## src/hw/t16_regs.svh

```systemverilog
// Purpose: Addresses, field positions and constants of the 16-bit timer
// Assumes: 8-bit I/O register bus, one byte per address
// Notes:   Definitions only
`ifndef T16_REGS_SVH
`define T16_REGS_SVH

// ----------------------------------------
// Register addresses
// ----------------------------------------
`define T16_ADDR_FLAGS  8'h36
`define T16_ADDR_GTC    8'h43
`define T16_ADDR_MASK   8'h6f
`define T16_ADDR_CTRL   8'h81
`define T16_ADDR_CNT_LO 8'h84
`define T16_ADDR_CNT_HI 8'h85
`define T16_ADDR_CMP_LO 8'h88
`define T16_ADDR_CMP_HI 8'h89

// ----------------------------------------
// Field positions
// ----------------------------------------
`define T16_CTRL_CTC    3
`define T16_BIT_CMP     1
`define T16_BIT_OVF     0
`define T16_GTC_SYNC    7
`define T16_GTC_PSR     0

// ----------------------------------------
// Clock select codes and prescaler taps
// ----------------------------------------
`define T16_CS_STOP     3'h0
`define T16_CS_DIV1     3'h1
`define T16_CS_DIV8     3'h2
`define T16_CS_DIV32    3'h3
`define T16_CS_DIV64    3'h4
`define T16_CS_DIV128   3'h5
`define T16_CS_DIV256   3'h6
`define T16_CS_DIV1024  3'h7
`define T16_CS_EXT_FALL 3'h6
`define T16_CS_EXT_RISE 3'h7
`define T16_PS_ZERO     10'h000
`define T16_PS_ONE      10'h001
`define T16_PS_MASK8    10'h007
`define T16_PS_MASK32   10'h01f
`define T16_PS_MASK64   10'h03f
`define T16_PS_MASK128  10'h07f
`define T16_PS_MASK256  10'h0ff
`define T16_PS_MASK1024 10'h3ff

// ----------------------------------------
// Data constants
// ----------------------------------------
`define T16_CNT_MAX     16'hffff
`define T16_CNT_ZERO    16'h0000
`define T16_CNT_ONE     16'h0001
`define T16_BYTE_ZERO   8'h00

`endif

```

## src/hw/t16_pkg.sv

```systemverilog
// Purpose: Types and shared tap decode of the 16-bit timer
// Assumes: Constants from t16_regs.svh
// Notes:   Tap decode serves both timers on the shared prescaler
`include "t16_regs.svh"

package t16_pkg;

    // ----------------------------------------
    // Bus request carrier
    // ----------------------------------------
    typedef struct packed {
        logic       wr;
        logic       rd;
        logic [7:0] addr;
        logic [7:0] wdata;
    } t16_bus_t;

    // ----------------------------------------
    // Clock select to tick
    // ----------------------------------------
    function automatic logic t16_tap(
        input logic [2:0] sel,
        input logic [9:0] ps,
        input logic       ps_run,
        input logic       ext_mode,
        input logic       ext_rise,
        input logic       ext_fall
    );
        logic [9:0] m;
        logic       t;
        m = `T16_PS_ZERO;
        t = 1'b0;
        unique case (sel)
            `T16_CS_STOP:    t = 1'b0;
            `T16_CS_DIV1:    t = 1'b1;
            `T16_CS_DIV8:    m = `T16_PS_MASK8;
            `T16_CS_DIV32:   m = `T16_PS_MASK32;
            `T16_CS_DIV64:   m = `T16_PS_MASK64;
            `T16_CS_DIV128:  m = `T16_PS_MASK128;
            `T16_CS_DIV256:  m = `T16_PS_MASK256;
            `T16_CS_DIV1024: m = `T16_PS_MASK1024;
        endcase
        if (m != `T16_PS_ZERO) begin
            t = ps_run && ((ps & m) == m);
        end
        // External source never goes through the divider
        if (ext_mode && sel == `T16_CS_EXT_RISE) begin
            t = ext_rise;
        end
        if (ext_mode && sel == `T16_CS_EXT_FALL) begin
            t = ext_fall;
        end
        return t;
    endfunction

endpackage

```

## src/hw/t16_prescaler.sv

```systemverilog
// Purpose: Free-running prescaler shared by the 16-bit and 8-bit timers
// Assumes: Reset request held high keeps the divider at zero
// Notes:   Each timer keeps its own clock select

module t16_prescaler
    import t16_pkg::*;
(
    input  wire logic       mclk,
    input  wire logic       rstn,
    input  wire logic       psr,
    input  wire logic [2:0] sel16,
    input  wire logic [2:0] sel8,
    input  wire logic       ext_rise,
    input  wire logic       ext_fall,
    output logic            tick16,
    output logic            tick8
);

    logic [9:0] ps_r;

    // ----------------------------------------
    // Divider, runs whatever the selects say
    // ----------------------------------------
    always_ff @(posedge mclk or negedge rstn) begin
        if (!rstn) begin
            ps_r <= `T16_PS_ZERO;
        end else if (psr) begin
            ps_r <= `T16_PS_ZERO;
        end else begin
            ps_r <= ps_r + `T16_PS_ONE;
        end
    end

    // One divider, two independent taps
    assign tick16 = t16_tap(sel16, ps_r, !psr, 1'b0, 1'b0, 1'b0);
    assign tick8  = t16_tap(sel8, ps_r, !psr, 1'b1, ext_rise, ext_fall);

endmodule

```

## src/hw/t16_ext_sync.sv

```systemverilog
// Purpose: Synchroniser and edge detector for the external count pin
// Assumes: Pin half periods longer than one system clock
// Notes:   Falling-edge stage stands in for a latch open while mclk is high

module t16_ext_sync (
    input  wire logic mclk,
    input  wire logic rstn,
    input  wire logic pin,
    output logic      rise,
    output logic      fall
);

    logic s1_r;
    logic s2_r;
    logic s3_r;
    logic lvl_r;
    logic agree;

    // ----------------------------------------
    // Sampling chain
    // ----------------------------------------
    always_ff @(negedge mclk or negedge rstn) begin
        if (!rstn) begin
            s1_r <= 1'b0;
        end else begin
            s1_r <= pin;
        end
    end

    always_ff @(posedge mclk or negedge rstn) begin
        if (!rstn) begin
            s2_r <= 1'b0;
            s3_r <= 1'b0;
        end else begin
            s2_r <= s1_r;
            s3_r <= s2_r;
        end
    end

    // ----------------------------------------
    // Edge detector
    // ----------------------------------------
    // A level counts once two stages agree; glitch shorter than a clock is lost
    assign agree = (s2_r == s3_r);

    always_ff @(posedge mclk or negedge rstn) begin
        if (!rstn) begin
            lvl_r <= 1'b0;
        end else if (agree) begin
            lvl_r <= s3_r;
        end
    end

    assign rise = agree && s3_r && !lvl_r;
    assign fall = agree && !s3_r && lvl_r;
endmodule

```

## src/hw/t16_timer.sv

```systemverilog
// Purpose: 16-bit timer with one compare channel and the shared prescaler
// Assumes: Same-clock CPU bus; vector-done strobes are one-cycle pulses
// Notes:   Read data appears the cycle after the read strobe

module t16_timer
    import t16_pkg::*;
(
    input  wire logic     mclk,
    input  wire logic     rstn,
    input  wire t16_bus_t bus,
    input  wire logic     global_irq_en,
    input  wire logic     cmp_vector_done,
    input  wire logic     ovf_vector_done,
    input  wire logic     external_count_pin,
    input  wire logic [2:0] sib_clock_select,
    output logic [7:0]    rdata_r,
    output logic          cmp_irq_r,
    output logic          ovf_irq_r,
    output logic          sib_tick_r
);

    // ----------------------------------------
    // Address decode
    // ----------------------------------------
    function automatic logic hit(input logic strobe, input logic [7:0] a,
                                 input logic [7:0] want);
        return strobe && (a == want);
    endfunction

    logic wr_flags;
    logic wr_gtc;
    logic wr_mask;
    logic wr_ctrl;
    logic wr_cnt_lo;
    logic wr_cnt_hi;
    logic wr_cmp_lo;
    logic wr_cmp_hi;
    logic rd_cnt_lo;

    assign wr_flags  = hit(bus.wr, bus.addr, `T16_ADDR_FLAGS);
    assign wr_gtc    = hit(bus.wr, bus.addr, `T16_ADDR_GTC);
    assign wr_mask   = hit(bus.wr, bus.addr, `T16_ADDR_MASK);
    assign wr_ctrl   = hit(bus.wr, bus.addr, `T16_ADDR_CTRL);
    assign wr_cnt_lo = hit(bus.wr, bus.addr, `T16_ADDR_CNT_LO);
    assign wr_cnt_hi = hit(bus.wr, bus.addr, `T16_ADDR_CNT_HI);
    assign wr_cmp_lo = hit(bus.wr, bus.addr, `T16_ADDR_CMP_LO);
    assign wr_cmp_hi = hit(bus.wr, bus.addr, `T16_ADDR_CMP_HI);
    assign rd_cnt_lo = hit(bus.rd, bus.addr, `T16_ADDR_CNT_LO);

    // ----------------------------------------
    // State
    // ----------------------------------------
    logic [3:0]  ctrl_r;
    logic [1:0]  mask_r;
    logic [1:0]  flags_r;
    logic [15:0] cnt_r;
    logic [15:0] cmp_r;
    logic [7:0]  temp_r;
    logic        tsm_r;
    logic        psr_r;
    logic        block_r;
    logic        tick16;
    logic        tick8;
    logic        ext_rise;
    logic        ext_fall;
    logic        equal;
    logic        match;
    logic        ctc_clear;
    logic        cmp_set;
    logic        ovf_set;
    logic [1:0]  flags_nxt;

    // ----------------------------------------
    // Clock sources
    // ----------------------------------------
    t16_ext_sync u_ext_sync (
        .mclk (mclk),
        .rstn (rstn),
        .pin  (external_count_pin),
        .rise (ext_rise),
        .fall (ext_fall)
    );

    t16_prescaler u_prescaler (
        .mclk     (mclk),
        .rstn     (rstn),
        .psr      (psr_r),
        .sel16    (ctrl_r[2:0]),
        .sel8     (sib_clock_select),
        .ext_rise (ext_rise),
        .ext_fall (ext_fall),
        .tick16   (tick16),
        .tick8    (tick8)
    );

    // Sibling timer tick, registered for a clean output
    always_ff @(posedge mclk or negedge rstn) begin
        if (!rstn) begin
            sib_tick_r <= 1'b0;
        end else begin
            sib_tick_r <= tick8;
        end
    end

    // ----------------------------------------
    // Control registers
    // ----------------------------------------
    always_ff @(posedge mclk or negedge rstn) begin
        if (!rstn) begin
            ctrl_r <= 4'h0;
        end else if (wr_ctrl) begin
            ctrl_r <= bus.wdata[3:0];
        end
    end

    always_ff @(posedge mclk or negedge rstn) begin
        if (!rstn) begin
            mask_r <= 2'h0;
        end else if (wr_mask) begin
            mask_r <= bus.wdata[1:0];
        end
    end

    // Held reset halts the divided taps of both timers while software aligns them; the DIV1 and external sources still tick
    always_ff @(posedge mclk or negedge rstn) begin
        if (!rstn) begin
            tsm_r <= 1'b0;
            psr_r <= 1'b0;
        end else if (wr_gtc) begin
            tsm_r <= bus.wdata[`T16_GTC_SYNC];
            psr_r <= bus.wdata[`T16_GTC_PSR] | (psr_r & bus.wdata[`T16_GTC_SYNC]);
        end else if (!tsm_r) begin
            psr_r <= 1'b0;
        end
    end

    // ----------------------------------------
    // Shared temporary high byte
    // ----------------------------------------
    always_ff @(posedge mclk or negedge rstn) begin
        if (!rstn) begin
            temp_r <= `T16_BYTE_ZERO;
        end else if (wr_cnt_hi || wr_cmp_hi) begin
            temp_r <= bus.wdata;
        end else if (rd_cnt_lo) begin
            temp_r <= cnt_r[15:8];
        end
    end

    always_ff @(posedge mclk or negedge rstn) begin
        if (!rstn) begin
            cmp_r <= `T16_CNT_ZERO;
        end else if (wr_cmp_lo) begin
            cmp_r <= {temp_r, bus.wdata};
        end
    end

    // ----------------------------------------
    // Counter and compare
    // ----------------------------------------
    assign equal     = (cnt_r == cmp_r);
    assign match     = equal && !block_r;
    assign ctc_clear = match && ctrl_r[`T16_CTRL_CTC];
    assign cmp_set   = tick16 && match;
    assign ovf_set   = tick16 && !wr_cnt_lo && !ctc_clear && (cnt_r == `T16_CNT_MAX);

    always_ff @(posedge mclk or negedge rstn) begin
        if (!rstn) begin
            cnt_r <= `T16_CNT_ZERO;
        end else if (wr_cnt_lo) begin
            cnt_r <= {temp_r, bus.wdata};
        end else if (tick16 && ctc_clear) begin
            cnt_r <= `T16_CNT_ZERO;
        end else if (tick16) begin
            cnt_r <= cnt_r + `T16_CNT_ONE;
        end
    end

    // Armed by a counter write, spent by the next timer tick; a stopped timer keeps it armed
    always_ff @(posedge mclk or negedge rstn) begin
        if (!rstn) begin
            block_r <= 1'b0;
        end else if (wr_cnt_lo) begin
            block_r <= 1'b1;
        end else if (tick16) begin
            block_r <= 1'b0;
        end
    end

    // ----------------------------------------
    // Flags: set beats clear
    // ----------------------------------------
    always_comb begin
        flags_nxt = flags_r;
        if (cmp_vector_done || (wr_flags && bus.wdata[`T16_BIT_CMP])) begin
            flags_nxt[`T16_BIT_CMP] = 1'b0;
        end
        if (ovf_vector_done || (wr_flags && bus.wdata[`T16_BIT_OVF])) begin
            flags_nxt[`T16_BIT_OVF] = 1'b0;
        end
        if (cmp_set) begin
            flags_nxt[`T16_BIT_CMP] = 1'b1;
        end
        if (ovf_set) begin
            flags_nxt[`T16_BIT_OVF] = 1'b1;
        end
    end

    always_ff @(posedge mclk or negedge rstn) begin
        if (!rstn) begin
            flags_r <= 2'h0;
        end else begin
            flags_r <= flags_nxt;
        end
    end

    always_ff @(posedge mclk or negedge rstn) begin
        if (!rstn) begin
            cmp_irq_r <= 1'b0;
            ovf_irq_r <= 1'b0;
        end else begin
            cmp_irq_r <= mask_r[`T16_BIT_CMP] && global_irq_en && flags_r[`T16_BIT_CMP];
            ovf_irq_r <= mask_r[`T16_BIT_OVF] && global_irq_en && flags_r[`T16_BIT_OVF];
        end
    end

    // ----------------------------------------
    // Read data, one cycle after the strobe
    // ----------------------------------------
    always_ff @(posedge mclk or negedge rstn) begin
        if (!rstn) begin
            rdata_r <= `T16_BYTE_ZERO;
        end else if (bus.rd) begin
            unique case (bus.addr)
                `T16_ADDR_FLAGS:  rdata_r <= {6'h00, flags_r};
                `T16_ADDR_MASK:   rdata_r <= {6'h00, mask_r};
                `T16_ADDR_CTRL:   rdata_r <= {4'h0, ctrl_r};
                `T16_ADDR_GTC:    rdata_r <= {tsm_r, 6'h00, psr_r};
                `T16_ADDR_CNT_LO: rdata_r <= cnt_r[7:0];
                `T16_ADDR_CNT_HI: rdata_r <= temp_r;
                `T16_ADDR_CMP_LO: rdata_r <= cmp_r[7:0];
                `T16_ADDR_CMP_HI: rdata_r <= cmp_r[15:8];
                default:          rdata_r <= `T16_BYTE_ZERO;
            endcase
        end else begin
            rdata_r <= `T16_BYTE_ZERO;
        end
    end
endmodule

```

## config.mk

```make
export PLATFORM = sky130hd
export DESIGN_NAME = t16_timer
export DESIGN_NICKNAME = d
export VERILOG_FILES = /design/src/hw/t16_pkg.sv /design/src/hw/t16_prescaler.sv /design/src/hw/t16_ext_sync.sv /design/src/hw/t16_timer.sv
export VERILOG_INCLUDE_DIRS = /design/src /design/src/hw
export SDC_FILE = /design/constraint.sdc
export NUM_CORES = 1
export LEC_CHECK = 0
export BUFFER_PORTS_ARGS = -buffer_cell sky130_fd_sc_hd__buf_2
export CAP_MARGIN = 20
export CORE_UTILIZATION = 35
export DETAILED_ROUTE_END_ITERATION = 10
export GPL_TIMING_DRIVEN = 1
export PLACE_DENSITY = 0.59
export RECOVER_POWER = 25
export SLEW_MARGIN = 20
export SYNTH_ARGS = -nofsm -noshare
export SYNTH_HDL_FRONTEND = slang
export SYNTH_SLANG_ARGS = --single-unit
```

## constraint.sdc

```tcl
create_clock -name mclk -period 3.2 [get_ports mclk]
set_input_delay 0.48 -clock mclk [delete_from_list [all_inputs] [get_ports mclk]]
set_output_delay 0.48 -clock mclk [all_outputs]
set_load 0.03 [all_outputs]
```

=== Word level (Yosys, flattened, before mapping) ===
Index checks and enable logic that the tools add are counted.

* Bitwise operators: 4
* Muxes and demuxes: 24
* Reductions and logical operators: 44
* $add $sub $neg: 2
* Equality and inequality tests: 28

{| class="wikitable"
|+ Operators by type and width
! cell !! number
|-
| case mux 10 bit (6 select lines) || 2
|-
| case mux 8 bit (8 select lines) || 1
|-
| two-way mux 16 bit || 3
|-
| == test 8 bit, second input constant || 5
|-
| logical AND 1 bit || 28
|-
| == test 3 bit, second input constant || 8
|-
| two-way mux 8 bit || 3
|-
| bitwise AND 10 bit || 2
|-
| == test 10 bit || 2
|-
| nonzero test 10 bit || 2
|-
| adder 16 x 1 -> 16 bit, second input constant || 1
|-
| == test 16 bit || 1
|-
| == test 16 bit, second input constant || 1
|-
| == test 8 x 7 -> 1 bit, second input constant || 2
|-
| two-way mux 1 bit || 14
|-
| == test 3 x 2 -> 1 bit, second input constant || 4
|-
| adder 10 x 1 -> 10 bit, second input constant || 1
|-
| two-way mux 10 bit || 1
|-
| == test 8 x 6 -> 1 bit, second input constant || 1
|-
| nonzero test 2 bit || 4
|-
| == test 3 x 1 -> 1 bit, second input constant || 2
|-
| logical NOT 1 bit || 6
|-
| logical OR 1 bit || 3
|-
| nonzero test 3 bit || 1
|-
| 4 further kinds || 4
|}

* Register bits: 76

=== Depth between registers and ports, before layout ===
* Depth in word-level cells: 10
* Gate-level depth with buffers: 8
* Depth with buffers taken out: 7

=== By module ===
From an unflattened synthesis, not the netlist that was laid out.

* Cells, all modules: 424
* Area, all modules: 4,211.5 um^2

{| class="wikitable"
|+ Modules (own cells, without submodules)
! module !! area each (um^2) !! times used !! cells each
|-
| t16_timer || 3,447.1 || 1 || 349
|-
| t16_prescaler || 604.3 || 1 || 64
|-
| t16_ext_sync || 160.2 || 1 || 11
|}

==> results by stage <==
Status:
- The run finished, with violations left.
- The final reports fail on DRC, capacitance limit, slew limit.

Clocking:
- Hold repair after CTS inserted 0 buffers.
- The setup fix buffers added after clock tree synthesis is 0.
- The maximum buffer depth of the clock tree is 2.
- TritonCTS built the clock tree.
- The clock root buffer is sky130_fd_sc_hd__clkbuf_16.
- The insertion delay to the later sink of the worst-skew pair is 0.34 ns.
- The clock transition at the registers of the reported paths is 0.06 ns.
- The number of clock sinks is 76.
- The H-tree was split into 3 levels.
- Post-CTS repair changed the size of 0 cells.
- Clock tree synthesis inserted a total of 9 buffers.

STA:
- Setup repair after global routing left no endpoint under its margin.
- Timing would allow up to 403 MHz.
- The smallest clock period supported by the final layout is computed as 2.48 ns.
- The number of setup violations in the final report is 0.
- The final-report max-slew violation count is 38.
- The transition time of the tightest slew-check pin is 2.00 ns.
- Headroom to the max-slew limit came out at -0.330.
- The post-route clock period utilization is 0.776.
- The hold violation count in the final report is 0.
- The final setup TNS is 0 ns.
- On the final layout, the worst clock skew is 0.00698 ns.

Layout:
- At the end of the flow, the number of nets in the layout was 495.
- The share of final-layout standard cells stronger than drive strength 1 is 0.206.
- The library cells used most frequently in the layout, excluding fill and tap cells, are sky130_fd_sc_hd__dfrtp_1, sky130_fd_sc_hd__nor2_1, sky130_fd_sc_hd__buf_2, sky130_fd_sc_hd__nand2_1, sky130_fd_sc_hd__a21oi_1.
- The repair_antennas step left the layout with diodes totalling 0.
- The layout overhead on the synthesized area is 14.1%.
- The most common library cell in the layout ignoring fill and taps is sky130_fd_sc_hd__dfrtp_1.

Power and ir drop:
- The peak supply drop is 0.267 mV.
- The areal power density over the cells is 568 mW/mm^2.
- Summing internal, switching and leakage power gives 0.00272 W.
- Summed over all cells, the static leakage comes to 2.12 nW.

Global route:
- Across every metal layer, demand over resource in global routing totals 0.187.
- Global routing finished with a remaining overflow of 0.
- Entering global routing, the biggest net connects 40 pins.
- The number of global-route vias before repair was 3346.
- The number of antenna violations at the first check in global routing came to 0.
- The first-pass GRT wire length is 17.9 mm.

Setup path:
- The worst setup path is captured at a flip-flop.
- The required time of the critical path is 3.38 ns.
- STA classifies the critical path startpoint as a flip-flop.
- The setup path with the least slack is of type reg -> reg.
- The data arrival time at the worst-slack endpoint is 2.66 ns.
- The peak fanout along the critical path is 12.

Hold path:
- The path category of the worst min-delay check is in -> reg.

Routing:
- The post-detailed-routing wire length is 11.1 mm.
- In the routed design, unresolved DRC markers number 8.
- The first detailed-routing pass took 9 iterations.
- The count of antenna-violating nets left after detailed routing is 0.
- Dividing the detail-routed via count by the number of cells gives 5.80.
- The average detailed-routed wire length per instance is 18.2 um.
- In this run, the number of DRC markers left after iteration 0 of detailed routing was 365.
- The routed via count is 3534.

Synth:
- Yosys mapped the design onto 67 distinct sky130hd cell types.
- For this run, the register share of the synthesized area comes to 0.454.
- The dominant combinational cell family by area after synthesis is simple AND/OR/NAND/NOR gates.
- Synthesis handed over a netlist of 426 instances.
- The synthesized netlist net count is 457.
- The Yosys step of the flow raised 0 warnings.
- The synthesized-area fraction occupied by ao, oa, aoi and oai cells is 0.142.
- The multiplexer fraction of the synthesized cell area is 0.0902.
- After synthesis, the share of flip-flops with an asynchronous set or reset is 1.00.
- In this run, synthesis produced a sequential element count of 76.
- The count of flip-flops with a built-in enable after synthesis is 0.
- Of the total synthesized cell area, the portion taken by XOR and XNOR cells is 0.0439.
- The synthesized netlist occupies a cell area of 0.00419 mm^2.
- The area fraction in and, or, nand and nor cells after synthesis is 0.223.
- The average instance in the mapped netlist occupies 9.84 um^2.
- The adder-cell area share of the yosys netlist is 0.0119.
- The most used flip-flop cell after synthesis is sky130_fd_sc_hd__dfrtp_1.

Floorplan:
- The initial utilization of the core area, before any placement, comes to 0.362.
- The I/O pin count is 38.
- The width of the die is 111 um.
- The total area inside the core boundary comes to 0.0116 mm^2.
- After floorplanning, the core was divided into 39 placement rows.
- The floorplan step defined a die boundary enclosing 0.0124 mm^2.
- Measured along the y axis, the die boundary spans 111 um.

Place:
- The count of input and output buffers is 37.
- The congestion estimate from routability-driven global placement came to 0.848.
- The post-DP HPWL is 7.94 mm.

Flow run:
- The number of max-cap violations is 1.
Yosys cell counts (all sizes together), types with 5 or more instances:
cell type  count  area share
a221oi         7       0.015
and2           5      0.0081
mux2          22       0.059
clkbuf        13       0.012
a31oi         10       0.015
inv           10      0.0090
a22oi         10       0.018
buf           10       0.015
nor2b          7       0.010
mux2i         13       0.031
dfrtp         75        0.45
nand3         17       0.020
nor2          45       0.040
xor2          11       0.023
o21ai         13       0.016
and3          10       0.015
nand4         12       0.018
nand2         36       0.034
nor3           7       0.012
xnor2         10       0.021
a21oi         24       0.029
per-stage QoR:
stage / util / instance area [um^2] / setup slack, ns / hold WS [ns] / std cells
2_1_floorplan: - / 4190 / 0.976 / 0.184 / 426
3_3_place_gp: 0.393 / 4540 / 0.566 / 0.387 / 596
3_5_place_dp: 0.393 / 4540 / 0.472 / 0.404 / 596
4_1_cts: 0.414 / 4790 / 0.759 / 0.244 / 609
5_1_grt: 0.413 / 4780 / 0.308 / 0.400 / 609
6_report: 0.413 / 4780 / 0.716 / 0.407 / 609
state kept, by name (all words and copies together) (netlist names), 2 cells and up:
name / count
mask_r: 2
u_prescaler.ps_r: 10
temp_r: 8
cnt_r: 16
rdata_r: 8
cmp_r: 16
ctrl_r: 4
flags_r: 2
cell families after synthesis:
family                     after synthesis
and+or+nand+nor                        168
buffers and inverters                   33
adders and majority gates                4
DFF                                     76
AOI/OAI and AO/OA                       89
xor gates and xnor gates                21
muxes                                   35
metal layers:
metal	share of wire	GRT usage	up-vias	wire length (um)
li1	-	-	1640	-
met1	0.48	0.265	1745	5300
met2	0.44	0.276	124	4860
met3	0.057	0.0403	25	638
met4	0.028	0.0775	0	306
met5	0	0	-	0
worst max-delay path: stages (launching register included):
cell	delay (ns)
sky130_fd_sc_hd__dfrtp_1	0.47
sky130_fd_sc_hd__xor2_1	0.18
sky130_fd_sc_hd__a211o_1	0.25
sky130_fd_sc_hd__nor4_2	0.46
sky130_fd_sc_hd__nand3_1	0.30
sky130_fd_sc_hd__buf_4	0.27
sky130_fd_sc_hd__nand3_1	0.23
sky130_fd_sc_hd__o311ai_0	0.17
power by group:
group	internal (W)	switching, W	leakage [nW]	total, W
Sequential	0.00109	0.000214	0.977	0.00131
Clock	0.000509	0.000378	0.120	0.000887
Combinational	0.000237	0.000286	1.02	0.000523
Total	0.00184	0.000878	2.12	0.00272
layout make-up:
type	instances	area (um^2)
Clock buffer	10	229
Clock inverter	3	17.5
Fill cell	1138	6790
Inverter	10	37.5
Multi-Input combinational cell	317	2140
Sequential cell	76	1900
Tap cell	143	179
Timing Repair Buffer	50	274
worst paths after layout:
path / startpoint / endpoint / slack (ns) / depth (start not counted)
worst max-delay path: cnt_r[1]$_DFFE_PN0P_ / cnt_r[2]$_DFFE_PN0P_ / 0.72 / 7
worst min-delay path: global_irq_en / ovf_irq_r$_DFF_PN0_ / 0.41 / 2
worst max register to register: cnt_r[1]$_DFFE_PN0P_ / cnt_r[2]$_DFFE_PN0P_ / 0.72 / 7
worst min register to register: u_ext_sync.s2_r$_DFF_PN0_ / u_ext_sync.s3_r$_DFF_PN0_ / 0.41 / 0
max in group asynchronous: rstn / cmp_r[8]$_DFFE_PN0P_ / 0.83 / 3
min in group asynchronous: rstn / u_prescaler.ps_r[7]$_DFF_PN0_ / 0.94 / 2
No activity file was read; power rests on OpenSTA's default activity.
